$ cat src/inc/spl_defines.svh
// register offsets, fields, reset values and timing for the setpoint path
`ifndef SPL_DEFINES_SVH
`define SPL_DEFINES_SVH
`define OFS_CTRL 8'h00
`define OFS_LOCAL_SP 8'h04
`define OFS_UPPER 8'h08
`define OFS_LOWER 8'h0c
`define OFS_RANGE_HI 8'h10
`define OFS_RANGE_LO 8'h14
`define OFS_ADJ_RAMP 8'h18
`define OFS_STATUS 8'h1c
`define OFS_RAMP_MON 8'h20
`define OFS_BANK_RAMP 8'h40
`define OFS_MV_HI 8'h60
`define OFS_MV_LO 8'h80
`define REGION_MASK 8'he0
`define F_RUN 0
`define F_REMOTE 1
`define F_ALM_SEL 2
`define F_AT_REQ 3
`define F_LIM_RST 4
`define F_RANGE_CHG 5
`define F_UNIT 9:8
`define F_BANK 14:12
`define F_PID 18:16
`define ST_RAMPING 0
`define ST_AT_RUN 1
`define ST_RAMP_EN 2
`define ST_ERROR 3
`define RST_UPPER 16'h7fff
`define RST_LOWER 16'h8000
`define RAMP_OFF 16'h0000
`define RST_MV_HI 16'h03e8
`define RST_MV_LO 16'h0000
`define CLK_HZ 200000000
`define TICK_S 1
`define MIN_SECS 60
`define HOUR_MINS 60
`endif

$ cat src/inc/spl_pkg.sv
// types shared by the setpoint path
package spl_pkg;
    typedef logic signed [15:0] sp_t;
    typedef enum logic [1:0] {UNIT_SEC, UNIT_MIN, UNIT_HOUR} time_unit_t;
endpackage

$ cat src/inc/rate_if.sv
// enable in and divided pulse out of one timebase stage
interface rate_if;
    logic en;
    logic pulse;
    modport src(input en, output pulse);
    modport snk(output en, input pulse);
endinterface

$ cat src/hdl/pulse_div.sv
// divides a one-cycle enable by a fixed count
module pulse_div #(
    parameter int unsigned COUNT = 60
) (
    // clock and reset
    input wire logic clk_in,
    input wire logic rst_in,
    // enable in, pulse out
    rate_if.src rate
);
    localparam int W = $clog2(COUNT + 1);
    logic [W-1:0] cnt_r;

    // count enables, pulse on the last one
    always_ff @(posedge clk_in or posedge rst_in) begin
        if (rst_in) begin
            cnt_r <= '0;
            rate.pulse <= 1'b0;
        end else begin
            rate.pulse <= 1'b0;
            if (rate.en) begin
                if (cnt_r == W'(COUNT - 1)) begin
                    cnt_r <= '0;
                    rate.pulse <= 1'b1;
                end else begin
                    cnt_r <= cnt_r + 1'b1;
                end
            end
        end
    end
endmodule

$ cat src/hdl/setpoint_limit_ramp.sv
// setpoint limiter, ramp, alarm setpoint and mv clamp behind apb
//
// Behaviour
// - setpoint held inside upper and lower limit
// - limiter reset pulls setpoint to violated bound
// - range change reloads limits from input range
// - ramping controls to rate limited setpoint
// - rate is amount per selected time unit
// - amount zero means off, changes apply immediately
// - eight bank amounts, active bank used
// - ramp setpoint readable as monitor
// - adjustment write lands in active bank
// - local to remote switch also ramps
// - run start ramps from process value
// - auto-tuning waits for ramp end
// - stop or error disables ramping
// - alarm setpoint ramp or target by select
// - mv clamped by active pid set limits
//
// The register addresses and the APB interface to the registers are this design's own decisions.
`include "spl_defines.svh"

module setpoint_limit_ramp
    import spl_pkg::*;
#(
    parameter int unsigned SEC_CYCLES = `CLK_HZ * `TICK_S,
    parameter int unsigned NBANK = 8,
    parameter int unsigned NPID = 8
) (
    // clock and reset
    input wire logic clk_in,
    input wire logic rst_in,
    // apb slave
    input wire logic psel_in,
    input wire logic penable_in,
    input wire logic pwrite_in,
    input wire logic [7:0] paddr_in,
    input wire logic [31:0] pwdata_in,
    output logic [31:0] prdata_out,
    output logic pready_out,
    output logic pslverr_out,
    // process side
    input wire sp_t pv_in,
    input wire sp_t remote_sp_in,
    input wire logic error_in,
    input wire sp_t mv_in,
    // conditioned results
    output sp_t control_sp_out,
    output sp_t alarm_sp_out,
    output sp_t mv_out,
    output logic ramping_out,
    output logic at_run_out
);
    localparam int BW = $clog2(NBANK);
    localparam int PW = $clog2(NPID);

    // =========================================================
    // state
    logic run_r, run_prev_r, remote_r, alm_sel_r, at_req_r, reclamp_r;
    time_unit_t unit_r;
    logic [BW-1:0] bank_r;
    logic [PW-1:0] pid_r;
    sp_t local_sp_r, upper_r, lower_r, range_hi_r, range_lo_r;
    logic [15:0] ramp_amt_r [NBANK];
    sp_t mv_hi_r [NPID];
    sp_t mv_lo_r [NPID];
    sp_t ramp_sp_r, alarm_sp_r, mv_r;
    logic ramping_r, at_run_r;
    logic [31:0] prdata_r;

    function automatic sp_t clamp(sp_t v, sp_t lo, sp_t hi);
        if (v > hi) begin
            return hi;
        end else if (v < lo) begin
            return lo;
        end
        return v;
    endfunction

    // =========================================================
    // apb decode
    logic setup, wr, aligned, single_hit, hit;
    logic reg_bank, reg_mv_hi, reg_mv_lo;
    logic wr_ctrl, wr_local, wr_upper, wr_lower;
    logic [BW-1:0] bidx;
    logic [PW-1:0] pidx;
    assign setup = psel_in & ~penable_in;
    assign wr = psel_in & penable_in & pwrite_in & hit;
    assign aligned = (paddr_in[1:0] == 2'h0);
    assign reg_bank = ((paddr_in & `REGION_MASK) == `OFS_BANK_RAMP);
    assign reg_mv_hi = ((paddr_in & `REGION_MASK) == `OFS_MV_HI);
    assign reg_mv_lo = ((paddr_in & `REGION_MASK) == `OFS_MV_LO);
    assign bidx = BW'(paddr_in[4:2]);
    assign pidx = PW'(paddr_in[4:2]);

    // single registers
    always_comb begin
        case (paddr_in)
            `OFS_CTRL, `OFS_LOCAL_SP, `OFS_UPPER, `OFS_LOWER,
            `OFS_RANGE_HI, `OFS_RANGE_LO, `OFS_ADJ_RAMP,
            `OFS_STATUS, `OFS_RAMP_MON: single_hit = 1'b1;
            default: single_hit = 1'b0;
        endcase
    end

    assign hit = aligned & (single_hit | reg_bank | reg_mv_hi | reg_mv_lo);
    assign wr_ctrl = wr & (paddr_in == `OFS_CTRL);
    assign wr_local = wr & (paddr_in == `OFS_LOCAL_SP);
    assign wr_upper = wr & (paddr_in == `OFS_UPPER);
    assign wr_lower = wr & (paddr_in == `OFS_LOWER);
    assign pready_out = 1'b1; // zero wait states
    assign pslverr_out = psel_in & penable_in & ~hit;

    // =========================================================
    // control register and limits
    always_ff @(posedge clk_in or posedge rst_in) begin
        if (rst_in) begin
            run_r <= 1'b0;
            remote_r <= 1'b0;
            alm_sel_r <= 1'b0;
            at_req_r <= 1'b0;
            unit_r <= UNIT_SEC;
            bank_r <= '0;
            pid_r <= '0;
            upper_r <= `RST_UPPER;
            lower_r <= `RST_LOWER;
            range_hi_r <= `RST_UPPER;
            range_lo_r <= `RST_LOWER;
            reclamp_r <= 1'b0;
        end else begin
            reclamp_r <= wr_upper | wr_lower
                | (wr_ctrl & (pwdata_in[`F_LIM_RST] | pwdata_in[`F_RANGE_CHG]));
            if (wr_ctrl) begin
                run_r <= pwdata_in[`F_RUN];
                remote_r <= pwdata_in[`F_REMOTE];
                alm_sel_r <= pwdata_in[`F_ALM_SEL];
                at_req_r <= pwdata_in[`F_AT_REQ];
                unit_r <= time_unit_t'(pwdata_in[`F_UNIT]);
                bank_r <= BW'(pwdata_in[`F_BANK]);
                pid_r <= PW'(pwdata_in[`F_PID]);
            end
            if (wr_ctrl && pwdata_in[`F_RANGE_CHG]) begin
                upper_r <= range_hi_r;
                lower_r <= range_lo_r;
            end else begin
                if (wr_upper) begin
                    upper_r <= pwdata_in[15:0];
                end
                if (wr_lower) begin
                    lower_r <= pwdata_in[15:0];
                end
            end
            if (wr & (paddr_in == `OFS_RANGE_HI)) begin
                range_hi_r <= pwdata_in[15:0];
            end
            if (wr & (paddr_in == `OFS_RANGE_LO)) begin
                range_lo_r <= pwdata_in[15:0];
            end
        end
    end

    // local setpoint, clamped on write and after any limiter reset
    always_ff @(posedge clk_in or posedge rst_in) begin
        if (rst_in) begin
            local_sp_r <= '0;
        end else if (wr_local) begin
            local_sp_r <= clamp(pwdata_in[15:0], lower_r, upper_r);
        end else if (reclamp_r) begin
            local_sp_r <= clamp(local_sp_r, lower_r, upper_r);
        end
    end

    // per-bank ramp amounts, zero reads as off
    always_ff @(posedge clk_in or posedge rst_in) begin
        if (rst_in) begin
            for (int i = 0; i < NBANK; i++) begin
                ramp_amt_r[i] <= `RAMP_OFF;
            end
        end else if (wr & reg_bank) begin
            ramp_amt_r[bidx] <= pwdata_in[15:0];
        end else if (wr & (paddr_in == `OFS_ADJ_RAMP)) begin
            ramp_amt_r[bank_r] <= pwdata_in[15:0];
        end
    end

    // per-set mv limits
    always_ff @(posedge clk_in or posedge rst_in) begin
        if (rst_in) begin
            for (int i = 0; i < NPID; i++) begin
                mv_hi_r[i] <= `RST_MV_HI;
                mv_lo_r[i] <= `RST_MV_LO;
            end
        end else begin
            if (wr & reg_mv_hi) begin
                mv_hi_r[pidx] <= pwdata_in[15:0];
            end
            if (wr & reg_mv_lo) begin
                mv_lo_r[pidx] <= pwdata_in[15:0];
            end
        end
    end

    // =========================================================
    // timebase: seconds, minutes, hours
    rate_if sec_if ();
    rate_if min_if ();
    rate_if hour_if ();
    assign sec_if.en = 1'b1;
    assign min_if.en = sec_if.pulse;
    assign hour_if.en = min_if.pulse;

    pulse_div #(.COUNT(SEC_CYCLES)) u_sec (
        .clk_in(clk_in),
        .rst_in(rst_in),
        .rate(sec_if.src)
    );
    pulse_div #(.COUNT(`MIN_SECS)) u_min (
        .clk_in(clk_in),
        .rst_in(rst_in),
        .rate(min_if.src)
    );
    pulse_div #(.COUNT(`HOUR_MINS)) u_hour (
        .clk_in(clk_in),
        .rst_in(rst_in),
        .rate(hour_if.src)
    );

    // =========================================================
    // ramp engine
    logic unit_tick, ramp_en, run_rise, ramping;
    logic [15:0] amt;
    sp_t tgt, step_val, mv_hi_sel, mv_lo_sel;
    logic signed [16:0] diff, amt17, up_v, dn_v;

    // select the period pulse of the chosen unit
    always_comb begin
        case (unit_r)
            UNIT_SEC: unit_tick = sec_if.pulse;
            UNIT_MIN: unit_tick = min_if.pulse;
            UNIT_HOUR: unit_tick = hour_if.pulse;
            default: unit_tick = 1'b0;
        endcase
    end

    assign tgt = clamp(remote_r ? remote_sp_in : local_sp_r, lower_r, upper_r);
    assign amt = ramp_amt_r[bank_r];
    assign ramp_en = (amt != `RAMP_OFF) & run_r & ~error_in;
    assign run_rise = run_r & ~run_prev_r;
    assign ramping = ramp_en & (ramp_sp_r != tgt);

    // one bounded step toward the target
    always_comb begin
        amt17 = signed'({1'b0, amt});
        diff = 17'(tgt) - 17'(ramp_sp_r);
        up_v = 17'(ramp_sp_r) + amt17;
        dn_v = 17'(ramp_sp_r) - amt17;
        if (diff > amt17) begin
            step_val = up_v[15:0];
        end else if (diff < -amt17) begin
            step_val = dn_v[15:0];
        end else begin
            step_val = tgt;
        end
    end

    // run edge detect
    always_ff @(posedge clk_in or posedge rst_in) begin
        if (rst_in) begin
            run_prev_r <= 1'b0;
        end else begin
            run_prev_r <= run_r;
        end
    end

    // ramping setpoint; a source switch keeps it and ramps on
    always_ff @(posedge clk_in or posedge rst_in) begin
        if (rst_in) begin
            ramp_sp_r <= '0;
        end else if (!ramp_en) begin
            ramp_sp_r <= tgt;
        end else if (run_rise) begin
            ramp_sp_r <= pv_in;
        end else if (unit_tick) begin
            ramp_sp_r <= step_val;
        end
    end

    assign control_sp_out = ramp_sp_r;

    // =========================================================
    // alarm setpoint, mv clamp, tuning hold-off
    assign mv_hi_sel = mv_hi_r[pid_r];
    assign mv_lo_sel = mv_lo_r[pid_r];

    always_ff @(posedge clk_in or posedge rst_in) begin
        if (rst_in) begin
            alarm_sp_r <= '0;
            mv_r <= '0;
            ramping_r <= 1'b0;
            at_run_r <= 1'b0;
        end else begin
            alarm_sp_r <= alm_sel_r ? tgt : ramp_sp_r;
            mv_r <= clamp(mv_in, mv_lo_sel, mv_hi_sel);
            ramping_r <= ramping;
            at_run_r <= at_req_r & (at_run_r | ~ramping);
        end
    end

    assign alarm_sp_out = alarm_sp_r;
    assign mv_out = mv_r;
    assign ramping_out = ramping_r;
    assign at_run_out = at_run_r;

    // =========================================================
    // apb read data, captured in the setup cycle
    always_ff @(posedge clk_in or posedge rst_in) begin
        if (rst_in) begin
            prdata_r <= '0;
        end else if (setup) begin
            prdata_r <= '0;
            case (paddr_in)
                `OFS_CTRL: begin
                    prdata_r[`F_RUN] <= run_r;
                    prdata_r[`F_REMOTE] <= remote_r;
                    prdata_r[`F_ALM_SEL] <= alm_sel_r;
                    prdata_r[`F_AT_REQ] <= at_req_r;
                    prdata_r[`F_UNIT] <= unit_r;
                    prdata_r[`F_BANK] <= 3'(bank_r);
                    prdata_r[`F_PID] <= 3'(pid_r);
                end
                `OFS_LOCAL_SP: prdata_r[15:0] <= local_sp_r;
                `OFS_UPPER: prdata_r[15:0] <= upper_r;
                `OFS_LOWER: prdata_r[15:0] <= lower_r;
                `OFS_RANGE_HI: prdata_r[15:0] <= range_hi_r;
                `OFS_RANGE_LO: prdata_r[15:0] <= range_lo_r;
                `OFS_ADJ_RAMP: prdata_r[15:0] <= amt;
                `OFS_STATUS: begin
                    prdata_r[`ST_RAMPING] <= ramping;
                    prdata_r[`ST_AT_RUN] <= at_run_r;
                    prdata_r[`ST_RAMP_EN] <= ramp_en;
                    prdata_r[`ST_ERROR] <= error_in;
                end
                `OFS_RAMP_MON: prdata_r[15:0] <= ramp_sp_r;
                default: begin
                    if (reg_bank) begin
                        prdata_r[15:0] <= ramp_amt_r[bidx];
                    end else if (reg_mv_hi) begin
                        prdata_r[15:0] <= mv_hi_r[pidx];
                    end else if (reg_mv_lo) begin
                        prdata_r[15:0] <= mv_lo_r[pidx];
                    end
                end
            endcase
        end
    end

    assign prdata_out = prdata_r;
endmodule

$ cat config.mk
export PLATFORM = sky130hd
export DESIGN_NAME = setpoint_limit_ramp
export DESIGN_NICKNAME = d
export VERILOG_FILES = /design/src/inc/spl_pkg.sv /design/src/inc/rate_if.sv /design/src/hdl/pulse_div.sv /design/src/hdl/setpoint_limit_ramp.sv
export VERILOG_INCLUDE_DIRS = /design/src /design/src/inc
export SDC_FILE = /design/constraint.sdc
export NUM_CORES = 2
export LEC_CHECK = 0
export BUFFER_PORTS_ARGS = -buffer_cell sky130_fd_sc_hd__buf_2
export CAP_MARGIN = 15
export CELL_PAD_IN_SITES_DETAIL_PLACEMENT = 0
export CELL_PAD_IN_SITES_GLOBAL_PLACEMENT = 1
export CORE_MARGIN = 5
export CORE_UTILIZATION = 55
export DETAILED_ROUTE_END_ITERATION = 10
export PLACE_DENSITY_LB_ADDON = 0.1
export SYNTH_ARGS = -nofsm -noshare
export SYNTH_HDL_FRONTEND = slang
export SYNTH_SLANG_ARGS = --single-unit
$ cat constraint.sdc
create_clock -name clk_in -period 56.7 [get_ports clk_in]
set_clock_uncertainty 0.1 [all_clocks]
set_input_delay 8.505 -clock clk_in [delete_from_list [all_inputs] [get_ports clk_in]]
set_output_delay 8.505 -clock clk_in [all_outputs]
set_load 0.02 [all_outputs]
# --- Word level (Yosys, flattened, before mapping) ---
# Index checks and enable logic that the tools add are counted.
totals:
  out_inout_bits: 84
  word_cells: 226
  inputBits: 94
  regBits: 590
classes:
  bitwise_logic: 37
  mux: 84
  order_cmp: 15
  n_addsub: 7
  n_reduce_logical: 15
  n_eq_ne: 18
ops:
  columns: ["cell", "n"]
  rows:
  - ["two-way mux 16 bit", 42]
  - ["bitwise mux 128 bit", 4]
  - ["binary-select mux 16 bit (select 3 bit)", 6]
  - ["two-way mux 128 bit", 2]
  - ["demux 16 bit (select 3 bit)", 2]
  - ["greater-than comparator 16 bit", 4]
  - ["< comparator 16 bit", 4]
  - ["case mux 4 bit (9 select lines)", 1]
  - ["== test 8 x 5 -> 1 bit (second input constant)", 4]
  - ["case mux 4 bit (8 select lines)", 1]
  - ["adder 28 x 1 -> 28 bit (second input constant)", 1]
  - ["== test 28 bit (second input constant)", 1]
  - ["two-way mux 28 bit", 1]
  - ["case mux 3 bit (9 select lines)", 1]
  - ["bitwise AND 1 bit", 22]
  - ["case mux 2 bit (9 select lines)", 1]
  - ["greater-than comparator 17 bit", 1]
  - ["< comparator 17 bit", 1]
  - ["two-way mux 1 bit", 17]
  - ["negator 16 -> 17 bit", 1]
  - ["subtractor 16 x 16 -> 17 bit", 1]
  - ["adder 16 bit", 1]
  - ["== test 8 x 4 -> 1 bit (second input constant)", 2]
  - ["inequality test 16 bit", 1]
  - ["other kinds (28)", 54]

# --- Logic depth before layout (Yosys ltp) ---
depth:
  depth_word: 13
  mapped_depth: 39

# --- Hierarchy ---
# A second synthesis with hierarchy kept.
hier_totals:
  cells_unflattened: 3367
  area_unflattened_um2: 37847.5
by_module_without_submodules:
  columns: ["mod", "cells_per_inst", "area_each_um2", "instances"]
  rows:
  - ["setpoint_limit_ramp", 3158, 35744.3, 1]
  - ["pulse_div (u_sec)", 145, 1465.2, 1]
  - ["pulse_div (u_hour ...)", 32, 319.1, 2]

# --- Least setup slack after synthesis ---
# Ideal clock, no wire load.
synth_timing:
  path_type: "input to output"
  start: "input port paddr_in[2]"
  end: "output port pslverr_out"
  n_path_buf: 0
  arrival_ns: 9.373
  required_time_ns: 48.095
  path_stages: 5
  path_slack_ns: 38.722
  path_cell_list: "nor3_1 > nor2_1 > nor2_1 > o21ai_0 > and3_1"
synth_between:
  elab_chain_len: 9
  elab_cells_between_ends: 17
synth_lines:
  columns: ["element", "line", "source"]
  rows:
  - ["from (decl)", "setpoint_limit_ramp.sv:37", "input wire logic [7:0] paddr_in,"]
  - ["== test 8 x 3 -> 1 bit (tied with other cells)", "setpoint_limit_ramp.sv:98", "case (paddr_in)"]
  - ["OR reduction 9 bit *", "setpoint_limit_ramp.sv:98", null]
  - ["two-way mux 1 bit *", "setpoint_limit_ramp.sv:98", null]
  - ["OR 1 bit * (3 in a row)", "setpoint_limit_ramp.sv:106", "assign hit = aligned & (single_hit | reg_bank | reg_mv_hi | reg_mv_lo);"]
  - ["bitwise AND 1 bit *", "setpoint_limit_ramp.sv:106", null]
  - ["NOT 1 bit *", "setpoint_limit_ramp.sv:112", "assign pslverr_out = psel_in & penable_in & ~hit;"]
  - ["bitwise AND 1 bit *", "setpoint_limit_ramp.sv:112", null]
  - ["to (decl)", "setpoint_limit_ramp.sv:41", "output logic pslverr_out,"]
# Mark *: on every way between the ends. The rest lies on a longest branch, timed or not.

# --- Final worst setup path ---
layout_timing:
  start: "input port paddr_in[4]"
  end: "output port pslverr_out"
# Same word-level chain as after synthesis.

==> results.txt <==
run status: finished clean
fin. max-slew vios: 0
Worst-Skew Late Latency: 620 ps
Post-synth ARST share: 1.000
final core occ: 0.6081
sequential-to-total area share from yosys stat: 0.3926
nets: 3704
vias in the first global route: 28950
grt peak-use layer: met2
1st-iter DRT viols: 3140
Yosys top cell area share: 0.3371
register-to-register setup slack: 46630 ps
HPWL after detailed placement: 85560 µm
FF+latch count, synth: 590
reg2reg start: remote_r$_DFFE_PP0P_
Critical R2R Capture: control_sp_out[12]$_DFFE_PP0P_
post-synthesis xor/xnor area fraction: 0.01458
unrepaired setup endpoints after global routing: false
# hold bufs at CTS: 0
CTS resizes: 0
post-synthesis cell count: 3342
period utilization: 0.3396
worst hold path stage count: 2
Crit Path Max Fanout: 39
largest net degree at the start of global routing: 163
GRT overflow: 0
I/O pin count: 178
met1 usage in global routing: 0.4667
htree depth: 3
Initial Util: 0.5529
r2r worst-path depth: 33
Power, Total: 1.076 mW
area grow syn2layout: 9.968%
top post-synthesis cells by count: dfrtp_1, mux2_2, nor2_1, ha_1, nand2_1
Total Routing Usage GR: 0.3263
IO buf count: 150
drt total wl: 123400 µm
die height: 272.4 µm
Final ANT Viol Nets: 0
CTS clk-pin slew, worst paths: 60 ps
Yosys cell types: 99
# fillers: 5587
largest family of logic cells by synthesized area: multiplexers
Final setup viols: 0
Hold WS: 371.0 ps
hold worst-path end: prdata_out[11]$_DFFE_PP0P_
vias: 28940
Clock Tree Root: clkbuf_16
DP Worst Slack: 37540 ps
TritonCTS Buffers: 68
met3 global-route usage: 0.06633
RePlAce Congestion: 0.9296
CTS sink cnt: 590
CP max stage cell: o21ai_0
Cell Pwr Density: 25.86 mW/mm²
routed len/inst: 28.42 µm
Setup TNS Final: 0 ps
Synth area leader: dfrtp_1
adder-cell area share of the yosys netlist: 0.06924
Synth Cell Area: 0.03786 mm²
Die Wd: 272.4 µm
Die ar.: 0.07418 mm²
share of post-route cells with drive strength above 1: 0.3263
first-pass GRT wire length: 184700 µm
largest cells by area after synthesis: dfrtp_1, mux2_2, mux4_2
Buf+Inv Stages, Crit Path: 2
setup bufs post-CTS: 0
post-layout min period: 19250 ps
Levels on crit path: 7
max-cap violations: 0
worst path arrival time: 10650 ps
Critical Path End Type: primary output
crit-path max cell delay: 700 ps
Hold WC Path Type: reg -> reg
kind of cell adding the most delay to the critical path: simple AND/OR/NAND/NOR gates
GR Util met2: 0.5128
Fmax: 51.94 MHz
CTS tree: built
crit-path most repeated cell: nor2_1
most used flip-flop cell after synthesis: dfrtp_1
Worst Max-Slew Pin Slew: 1252 ps
Post-synth EDFFs: 0
Synth Area in Compound Gates: 0.1077
CP Cell Sequence: buf_4 -> nor3_1 -> nor2_1 -> nor2_1 -> o21ai_0 -> and3_1 -> buf_2
leakage: 18.92 nW
worst setup margin: 37450 ps
initial antenna violation count: 2
crit path kind: in -> out
required time worst endpoint: 48100 ps
VDD IR max: 0.02416 mV
top-count cell post-synth: dfrtp_1
Startpoint Class: primary input
hold path startpoint: prdata_out[11]$_DFFE_PP0P_
clk buf depth: 3
simple-gate area share of the yosys netlist: 0.07929
row count: 96
proportion of synthesized area in mux cells: 0.2957
DR DRC count: 0
Mapped Avg Cell Area: 11.33 µm²
Core Area: 0.06847 mm²
DRT Pass-1 Iters: 9
YS warnings: 0
Rel. slew slack: 0.1654
via/cell ratio: 6.669
final hold vios: 0
==> cell usage in the layout (no fill, tap or decap), types with 22 or more instances in the layout <==
cell type / netlist / routed
dfrtp_1: 510 / 505
mux2_2: 487 / 487
nor2_1: 214 / 213
ha_1: 203 / 203
nand2_1: 184 / 184
a21oi_1: 180 / 180
mux4_2: 170 / 170
mux2i_1: 168 / 168
o21ai_0: 154 / 154
buf_2: 18 / 147
inv_1: 128 / 127
dfstp_2: 80 / 80
clkbuf_16: 0 / 69
buf_4: 16 / 65
nand3_1: 55 / 54
xnor2_1: 42 / 42
a21o_1: 35 / 35
nor2b_1: 35 / 33
nand4_1: 29 / 29
a221oi_1: 29 / 28
nor3_1: 31 / 27
nand2b_1: 23 / 22
==> sequential cells by signal (all words and copies together), names as in the netlist, 19 cells and up <==
register / cells
mv_lo_r: 128
u_sec.cnt_r: 28
mv_hi_r: 128
ramp_amt_r: 128
prdata_out: 19
==> area by class of cell <==
class / count / area (µm²) / area share
Tap cell: 882 / 1104 / 0.02651
Clock buffer: 103 / 2034 / 0.04887
Clock inverter: 20 / 247.7 / 0.005951
Sequential cell: 590 / 14870 / 0.3573
Multi-Input combinational cell: 2393 / 21550 / 0.5176
Antenna cell: 1 / 2.502 / 0.00006011
Inverter: 134 / 510.5 / 0.01226
Timing Repair Buffer: 217 / 1310 / 0.03147
==> metrics by stage <==
step	instances	cell area [µm²]
3_3_place_gp	4212	39310
6_report	4340	41630
3_5_place_dp	4215	39330
5_1_grt	4339	41630
4_1_cts	4338	41610
2_1_floorplan	3354	37900
==> worst max path at each step <==
stage	from	end	slack, ps
floorplan	rst_in	alarm_sp_out[0]$_DFF_PP0_	31720
global placement	paddr_in[4]	pslverr_out	37530
detailed placement	paddr_in[4]	pslverr_out	37540
CTS	paddr_in[4]	pslverr_out	37530
global route	paddr_in[4]	pslverr_out	37460
finish	paddr_in[4]	pslverr_out	37450
==> worst register-to-register path: cells and delay by family (launching register included) <==
kind                       cells  cell delay (ps)
AOI/OAI and AO/OA             18             4380
xor gates and xnor gates       1              190
adders and majority gates      3              990
buffers and inverters          3              860
DFF                            1              890
muxes                          4             1640
and+or+nand+nor                4             1000
==> power breakdown <==
group          leakage [nW]  switching (mW)  total (mW)  internal (mW)
clock                  1.13           0.185       0.453          0.267
sequential             7.82         0.00532       0.432          0.427
combinational          9.97           0.126       0.192         0.0661
==> cells by family after synthesis <==
| kind of cell | Yosys count |
|---|---|
| compound gates | 626 |
| simple gates | 646 |
| xor+xnor | 63 |
| fa+ha+maj | 208 |
| mux | 836 |
| flops | 590 |
| buf+inv | 371 |
| other cells | 2 |
==> routing by layer <==
layer  up-vias  routed length [µm]
met3       238               10450
met1     14890               52580
met2      1279               56630
met4         0                3703
met5         -                   0
li1      12540                   -
Power figures use the tool's default switching activity.
